## src/rtl/ceis_pkg.sv

```systemverilog
// Notes on behaviour
// - rise/fall pair picks none, fall, rise, both
// - registers set comparator edges; channel 8 high bit0
// - reset clears all four enable registers
// - bit and byte writes both supported
// - pin select bit zero means analog input
// - analog config write inserts one wait cycle
// - channels 6,7,8 map to comparators 0,1,2
package ceis_pkg;
    // =========================================
    // register addresses
    localparam logic [15:0] ADDR_RISE_LOW = 16'hFF48;
    localparam logic [15:0] ADDR_FALL_LOW = 16'hFF49;
    localparam logic [15:0] ADDR_RISE_HIGH = 16'hFF4A;
    localparam logic [15:0] ADDR_FALL_HIGH = 16'hFF4B;
    localparam logic [15:0] ADDR_ANALOG_CFG = 16'hFF2E;
    // reset values
    localparam logic [7:0] RESET_ENABLE = 8'h00;
    localparam logic [7:0] RESET_ANALOG = 8'h00;
    // implemented bit of the high registers
    localparam logic [7:0] HIGH_MASK = 8'h01;
    // channel positions of comparators 0 and 1 in the low registers
    localparam int CH_CMP0 = 6;
    // number of comparators
    localparam int NUM_CMP = 3;
    // cpu access request carrier
    typedef struct packed {
        logic        wr;      // write strobe
        logic        rd;      // read strobe
        logic        bit_op;  // single-bit manipulation
        logic [2:0]  bit_sel; // bit number for bit_op
        logic [15:0] addr;    // byte address
        logic [7:0]  wdata;   // byte data, or bit value in bit 0
    } ceis_req_s;
endpackage : ceis_pkg

```

## src/rtl/ceis_edge_select.sv

```systemverilog
`timescale 1ns/10ps
module ceis_edge_select (
    input wire logic i_clk,
    input wire logic i_rst_n,
    input wire ceis_pkg::ceis_req_s i_req,
    input wire logic [ceis_pkg::NUM_CMP-1:0] i_cmp_out,
    output logic [7:0] o_rdata,
    output logic o_wait,
    output logic [ceis_pkg::NUM_CMP-1:0] o_cmp_irq,
    output logic [7:0] o_analog_pin_config
);
    // =========================================
    // register file
    logic [7:0] rise_enable_low_reg;  // rising enables 0..7
    logic [7:0] fall_enable_low_reg;  // falling enables 0..7
    logic [7:0] rise_enable_high_reg; // rising enable 8
    logic [7:0] fall_enable_high_reg; // falling enable 8
    logic [7:0] analog_pin_config_reg; // analog/digital select
    logic wait_reg;                    // wait cycle in progress
    logic [7:0] rdata_reg;
    logic [7:0] rise_enable_low_next;
    logic [7:0] fall_enable_low_next;
    logic [7:0] rise_enable_high_next;
    logic [7:0] fall_enable_high_next;
    logic [7:0] analog_next;

    // merge a byte or single-bit write into a register
    function automatic logic [7:0] merge_write(input logic [7:0] old,
                                               input ceis_pkg::ceis_req_s req);
        logic [7:0] res;
        res = old;
        if (req.bit_op) begin
            res[req.bit_sel] = req.wdata[0];
        end else begin
            res = req.wdata;
        end
        return res;
    endfunction : merge_write

    // write decode for one address
    function automatic logic hit(input ceis_pkg::ceis_req_s req, input logic [15:0] a);
        return req.wr && (req.addr == a);
    endfunction : hit

    // next values of the enable registers and the analog config register
    always_comb begin
        rise_enable_low_next = rise_enable_low_reg;
        fall_enable_low_next = fall_enable_low_reg;
        rise_enable_high_next = rise_enable_high_reg;
        fall_enable_high_next = fall_enable_high_reg;
        analog_next = analog_pin_config_reg;
        if (hit(i_req, ceis_pkg::ADDR_RISE_LOW)) begin
            rise_enable_low_next = merge_write(rise_enable_low_reg, i_req);
        end
        if (hit(i_req, ceis_pkg::ADDR_FALL_LOW)) begin
            fall_enable_low_next = merge_write(fall_enable_low_reg, i_req);
        end
        if (hit(i_req, ceis_pkg::ADDR_RISE_HIGH)) begin
            rise_enable_high_next = merge_write(rise_enable_high_reg, i_req)
                                    & ceis_pkg::HIGH_MASK;
        end
        if (hit(i_req, ceis_pkg::ADDR_FALL_HIGH)) begin
            fall_enable_high_next = merge_write(fall_enable_high_reg, i_req)
                                    & ceis_pkg::HIGH_MASK;
        end
        // analog config completes on the wait cycle
        if (wait_reg) begin
            analog_next = merge_write(analog_pin_config_reg, i_req);
        end
    end

    // enable registers
    always_ff @(posedge i_clk or negedge i_rst_n) begin
        if (!i_rst_n) begin
            rise_enable_low_reg <= ceis_pkg::RESET_ENABLE;
            fall_enable_low_reg <= ceis_pkg::RESET_ENABLE;
            rise_enable_high_reg <= ceis_pkg::RESET_ENABLE;
            fall_enable_high_reg <= ceis_pkg::RESET_ENABLE;
        end else begin
            rise_enable_low_reg <= rise_enable_low_next;
            fall_enable_low_reg <= fall_enable_low_next;
            rise_enable_high_reg <= rise_enable_high_next;
            fall_enable_high_reg <= fall_enable_high_next;
        end
    end

    // analog configuration register with its wait cycle
    always_ff @(posedge i_clk or negedge i_rst_n) begin
        if (!i_rst_n) begin
            analog_pin_config_reg <= ceis_pkg::RESET_ANALOG;
            wait_reg <= 1'b0;
        end else begin
            wait_reg <= hit(i_req, ceis_pkg::ADDR_ANALOG_CFG) && !wait_reg;
            analog_pin_config_reg <= analog_next;
        end
    end

    // registered read data; unmapped reads give zero
    always_ff @(posedge i_clk or negedge i_rst_n) begin
        if (!i_rst_n) begin
            rdata_reg <= 8'h00;
        end else if (i_req.rd) begin
            case (i_req.addr)
                ceis_pkg::ADDR_RISE_LOW: rdata_reg <= rise_enable_low_reg;
                ceis_pkg::ADDR_FALL_LOW: rdata_reg <= fall_enable_low_reg;
                ceis_pkg::ADDR_RISE_HIGH: rdata_reg <= rise_enable_high_reg;
                ceis_pkg::ADDR_FALL_HIGH: rdata_reg <= fall_enable_high_reg;
                ceis_pkg::ADDR_ANALOG_CFG: rdata_reg <= analog_pin_config_reg;
                default: rdata_reg <= 8'h00;
            endcase
        end
    end

    // =========================================
    // comparator edge detection
    logic [ceis_pkg::NUM_CMP-1:0] sync1_reg; // first stage
    logic [ceis_pkg::NUM_CMP-1:0] sync2_reg; // second stage
    logic [ceis_pkg::NUM_CMP-1:0] prev_reg;  // last sampled level
    logic [ceis_pkg::NUM_CMP-1:0] irq_reg;
    logic [ceis_pkg::NUM_CMP-1:0] rise_en;
    logic [ceis_pkg::NUM_CMP-1:0] fall_en;

    assign rise_en = {rise_enable_high_reg[0],
                      rise_enable_low_reg[ceis_pkg::CH_CMP0+1],
                      rise_enable_low_reg[ceis_pkg::CH_CMP0]};
    assign fall_en = {fall_enable_high_reg[0],
                      fall_enable_low_reg[ceis_pkg::CH_CMP0+1],
                      fall_enable_low_reg[ceis_pkg::CH_CMP0]};

    // synchronise and detect per comparator
    always_ff @(posedge i_clk or negedge i_rst_n) begin
        if (!i_rst_n) begin
            sync1_reg <= '0;
            sync2_reg <= '0;
            prev_reg <= '0;
            irq_reg <= '0;
        end else begin
            sync1_reg <= i_cmp_out;
            sync2_reg <= sync1_reg;
            prev_reg <= sync2_reg;
            irq_reg <= (rise_en & sync2_reg & ~prev_reg)
                     | (fall_en & ~sync2_reg & prev_reg);
        end
    end

    assign o_rdata = rdata_reg;
    assign o_wait = wait_reg;
    assign o_cmp_irq = irq_reg;
    assign o_analog_pin_config = analog_pin_config_reg;

    // per comparator: enabled edges raise pulses, quiet levels and disabled edges raise none
    generate
        for (genvar g = 0; g < ceis_pkg::NUM_CMP; g++) begin : g_chk

        end
    endgenerate
endmodule : ceis_edge_select

```

## config.mk

```make
export PLATFORM = sky130hd
export DESIGN_NAME = ceis_edge_select
export DESIGN_NICKNAME = d
export VERILOG_FILES = /design/src/rtl/ceis_pkg.sv /design/src/rtl/ceis_edge_select.sv
export SDC_FILE = /design/constraint.sdc
export NUM_CORES = 1
export LEC_CHECK = 0
export BUFFER_PORTS_ARGS = -buffer_cell sky130_fd_sc_hd__buf_2
export CORE_ASPECT_RATIO = 0.6
export CORE_MARGIN = 5
export CORE_UTILIZATION = 27
export DETAILED_ROUTE_END_ITERATION = 10
export PLACE_DENSITY_LB_ADDON = 0.15
export SLEW_MARGIN = 5
export SYNTH_ARGS = -nofsm -noshare
export SYNTH_HDL_FRONTEND = slang
export SYNTH_SLANG_ARGS = --single-unit
```

## constraint.sdc

```tcl
create_clock -name i_clk -period 1.3 [get_ports i_clk]
set_input_delay 0.065 -clock i_clk [delete_from_list [all_inputs] [get_ports i_clk]]
set_output_delay 0.065 -clock i_clk [all_outputs]
set_load 0.03 [all_outputs]
```

[Word level (Yosys, flattened, before mapping)]
Cells that the tools add are included.
Cells by class
  magnitude comparators: 2
  equal/unequal tests: 5
  multiplexer cells: 13
  bitwise operators: 7
  reductions and logical operators: 8
Operators with widths (number)
  $eq 16x16->1 const B: 5
  $bwmux 8: 5
  $pmux 8 s5: 1
  $mux 8: 3
  $and 3x3->3: 4
  $logic_and 1x1->1: 7
  $not 3->3: 2
  $lt 3x4->1 const B: 1
  $demux 1 s3: 1
  $ge 3x1->1 const B: 1
  $mux 1: 3
  $or 3x3->3: 1
  $logic_not 1->1: 1
Storage, ports and cells
  flip-flop bits (word level): 47
  bits of input ports: 35
  word-level logic and storage cells: 46

[Longest topological paths before layout]
  depth in word-level cells: 6
  gate-level depth with buffers: 5
  gate-level depth less buffers: 4

[Worst setup path after synthesis]
No wires, ideal clock.
  kind: input port to flip-flop
  from: input i_req[12] in the netlist's numbering
  to: register fall_enable_high_reg[0]
  setup time: 127 ps
  arrival: 1320 ps
  required time: 1173 ps
  setup slack: -148 ps
  stages on the path: 5
  cells stage by stage: or3b_4 nor3_4 buf_6 nand4_1 mux2_1
Between the ends
  cells in the longest elaborated chain, start to end: 2
RTL lines
  start, declared: RTL line ceis_edge_select.sv:5  | input wire ceis_pkg::ceis_req_s i_req,
  $eq 16x16->1: RTL line ceis_edge_select.sv:42  | return req.wr && (req.addr == a);
  $logic_and 1x1->1: RTL line ceis_edge_select.sv:42
  end signal, assigned: RTL line ceis_edge_select.sv:78  | fall_enable_high_reg <= ceis_pkg::RESET_ENABLE;
  end signal, assigned: RTL line ceis_edge_select.sv:83  | fall_enable_high_reg <= fall_enable_high_next;
  end, declared: RTL line ceis_edge_select.sv:17  | logic [7:0] fall_enable_high_reg;
No other way between the ends.
A chain may end at the register's enable or synchronous reset.

[Worst setup path in the final report]
  from: input i_req[10] in the netlist's numbering
  to: register rise_enable_low_reg[7]
Between the ends
  cells in the longest elaborated chain, start to end: 2
RTL lines
  $eq 16x16->1: RTL line ceis_edge_select.sv:42
  $logic_and 1x1->1: RTL line ceis_edge_select.sv:42
  end signal, assigned: RTL line ceis_edge_select.sv:75  | rise_enable_low_reg <= ceis_pkg::RESET_ENABLE;
  end signal, assigned: RTL line ceis_edge_select.sv:80  | rise_enable_low_reg <= rise_enable_low_next;
  end, declared: RTL line ceis_edge_select.sv:14  | logic [7:0] rise_enable_low_reg;
No other way between the ends.

==> results.sh <==
export IMPL_outcome="completed"
export IMPL_holdWs_ns=0.1340
export IMPL_r2r_cells=3
export IMPL_drc=0
export IMPL_syn_avg_cell_area_um2=11.45
export IMPL_ys_ff_latch=47
export IMPL_timing_rr_end="o_rdata[0]$_DFFE_PN0P_"
export IMPL_path_class="in -> reg"
export IMPL_period_minus_slack_ns=1.273
export IMPL_overflow=0
export IMPL_power_mw=3.117
export IMPL_max_freq_mhz=785.5
export IMPL_start_util=0.2780
export IMPL_async_flop_share=1.000
export IMPL_finalSetupViolations=0
export IMPL_synth_edff_count=0
export IMPL_clk_latency_ns=0.29
export IMPL_cp_arrival_ns=1.44
export IMPL_ys_warn_count=0
export IMPL_synth_cells=207
export IMPL_relSlewSlack=0.7090
export IMPL_final_common_cell="buf_2"
export IMPL_startpoint="i_req[10]"
export IMPL_crit_end="rise_enable_low_reg[7]$_DFFE_PN0P_"
export IMPL_drt_first_pass_iters=4
export IMPL_clock_path_buffers=2
export IMPL_final_setup_tns_ns=0
export IMPL_grt_pass1_vias=1960
export IMPL_cts_setup_buffers=0
export IMPL_place_gp_congestion=0.7482
export IMPL_cp_required_ns=1.47
export IMPL_grt_pass1_wl_um=10280
export IMPL_core_area_mm2=0.008523
export IMPL_rsz0062_at_grt="yes"
export IMPL_wire_per_inst_um=15.85
export IMPL_worstSetupStartpointType="input port"
export IMPL_ctsRootBufferMaster="clkbuf_16"
export IMPL_cts_buffers_inserted=5
export IMPL_num_fill_cells=868
export IMPL_seq_area_mm2=0.001177
export IMPL_clkTransAtPathRegs_ns=0.06
export IMPL_via_per_inst=4.806
export IMPL_yosysUniqueCellTypes=35
export IMPL_ys_dominant_reg_cell="dfrtp_1"
export IMPL_timing_final_hold_violations=0
export IMPL_syn_nets=242
export IMPL_clock_sinks=47
export IMPL_fin_crit_sh=0.9793
export IMPL_max_cap_violations=0
export IMPL_rr_startpoint="fall_enable_high_reg[0]$_DFFE_PN0P_"
export IMPL_port_buffers=54
export IMPL_synthesis_area_mm2=0.002370
export IMPL_cts_tree="yes"
export IMPL_cp_max_fo=8
export IMPL_finalMaxSlewViolations=0
export IMPL_grtUsageTotal=0.1244
export IMPL_die_area_mm2=0.01081
export IMPL_die_h_um=82.57
export IMPL_vdd_drop_max_mv=0.4057
export IMPL_area_growth_pct=34.85
export IMPL_dp_hpwl_um=4580
export IMPL_r2r_slack_ns=0.11
export IMPL_end_kind="register"
export IMPL_antenna_found_initial=0
export IMPL_hp_class="in -> reg"
export IMPL_cts_max_level=2
export IMPL_p_per_area_mw_per_mm2=975.5
export IMPL_pin_count=55
export IMPL_drive_above_1_share=0.4655
export IMPL_worst_pin_slew_ns=0.4352
export IMPL_antenna_cells=0
export IMPL_grt_max_degree=48
export IMPL_die_w_um=130.9
export IMPL_final_cell_mix="buf_2, dfrtp_1, mux2_2, buf_4"
export IMPL_worst_clock_skew_ns=0.004126
export IMPL_placementRows=26
export IMPL_ant_nets=0
export IMPL_drt_iter0_markers=103
export IMPL_multi_input_area_mm2=0.001084
export IMPL_wl_um=6372
export IMPL_seq_area_frac_synth=0.4963
export IMPL_power_leakage_nw=1.538
export IMPL_finalNetCount=324
export IMPL_vias=1932
## cells in the mapped netlist, drive strengths merged, types with 5 or more instances
cell type / instances / area [µm²]
o22ai: 9 / 56.30
dfrtp: 47 / 1176
nand4: 16 / 100.1
nand4b: 10 / 87.58
o21ai: 9 / 45.04
inv: 16 / 60.06
buf: 5 / 40.04
clkbuf: 9 / 33.78
a32oi: 7 / 61.31
mux2: 33 / 371.6
nand2: 14 / 52.55
## per-stage QoR
stage | utilization | setup WS (ns) | instance area [µm²] | cells
floorplan | - | -0.1478 | 2375 | 207
global placement | 0.3489 | -0.2736 | 2974 | 389
detailed placement | 0.3489 | -0.3184 | 2974 | 389
CTS | 0.3736 | 0.003273 | 3184 | 402
global route | 0.3749 | -0.0004132 | 3196 | 402
finish | 0.3749 | 0.02697 | 3196 | 402
## worst max-delay path, cell delays in order
cell,delay [ns]
buf_6,0.09
or4b_4,0.61
nor2_4,0.25
nand4b_1,0.14
mux2_2,0.28
## power breakdown
group | internal (mW) | total (mW) | switching (mW) | leakage, nW
combinational | 0.143 | 0.310 | 0.167 | 0.832
clock | 0.768 | 1.32 | 0.553 | 0.0731
sequential | 1.48 | 1.49 | 0.00734 | 0.633
## routing by layer
layer / wire length (µm) / GRT usage / up-vias
met2: 2607 / 0.1812 / 49
met3: 372 / 0.03213 / 5
met1: 3344 / 0.1842 / 945
li1: - / - / 933
met4: 48 / 0.02772 / 0
met5: 0 / 0 / -
## worst min-delay path by stage
stage / to / slack, ns / depth (start not counted) / startpoint
floorplan: fall_enable_high_reg[0]$_DFFE_PN0P_ / -0.23 / 0 / i_rst_n
global placement: o_cmp_irq[2]$_DFF_PN0_ / 0.07 / 2 / i_rst_n
detailed placement: o_cmp_irq[2]$_DFF_PN0_ / 0.07 / 2 / i_rst_n
CTS: o_wait$_DFF_PN0_ / 0.14 / 4 / i_req[16]
global route: o_rdata[0]$_DFFE_PN0P_ / 0.16 / 2 / i_req[28]
finish: o_wait$_DFF_PN0_ / 0.13 / 4 / i_req[16]
## cell families (layout without fill, tap and decap cells)
family,count (synthesis),count (layout),synth area share
AO/OA/AOI/OAI,33,33,0.09979
buffers and inverters,30,112,0.05649
flip-flops,47,47,0.4963
multiplexers,35,35,0.1705
AND/OR/NAND/NOR,62,63,0.1769
## cell type report
| class | count | area share |
|---|---|---|
| Multi-Input combinational cell | 131 | 0.3391 |
| Tap cell | 112 | 0.04385 |
| Clock inverter | 2 | 0.005090 |
| Timing Repair Buffer | 88 | 0.1813 |
| Sequential cell | 47 | 0.3684 |
| Inverter | 16 | 0.01879 |
| Clock buffer | 6 | 0.04346 |
## timing repair
action	4_1_cts	5_1_grt
cloned	1	0
pin swaps	3	4
endpoints found under the hold margin	50	0
setup endpoints to repair	1	15
gates resized for setup	1	3
hold buffers	4	0
Power figures use the tool's default switching activity.
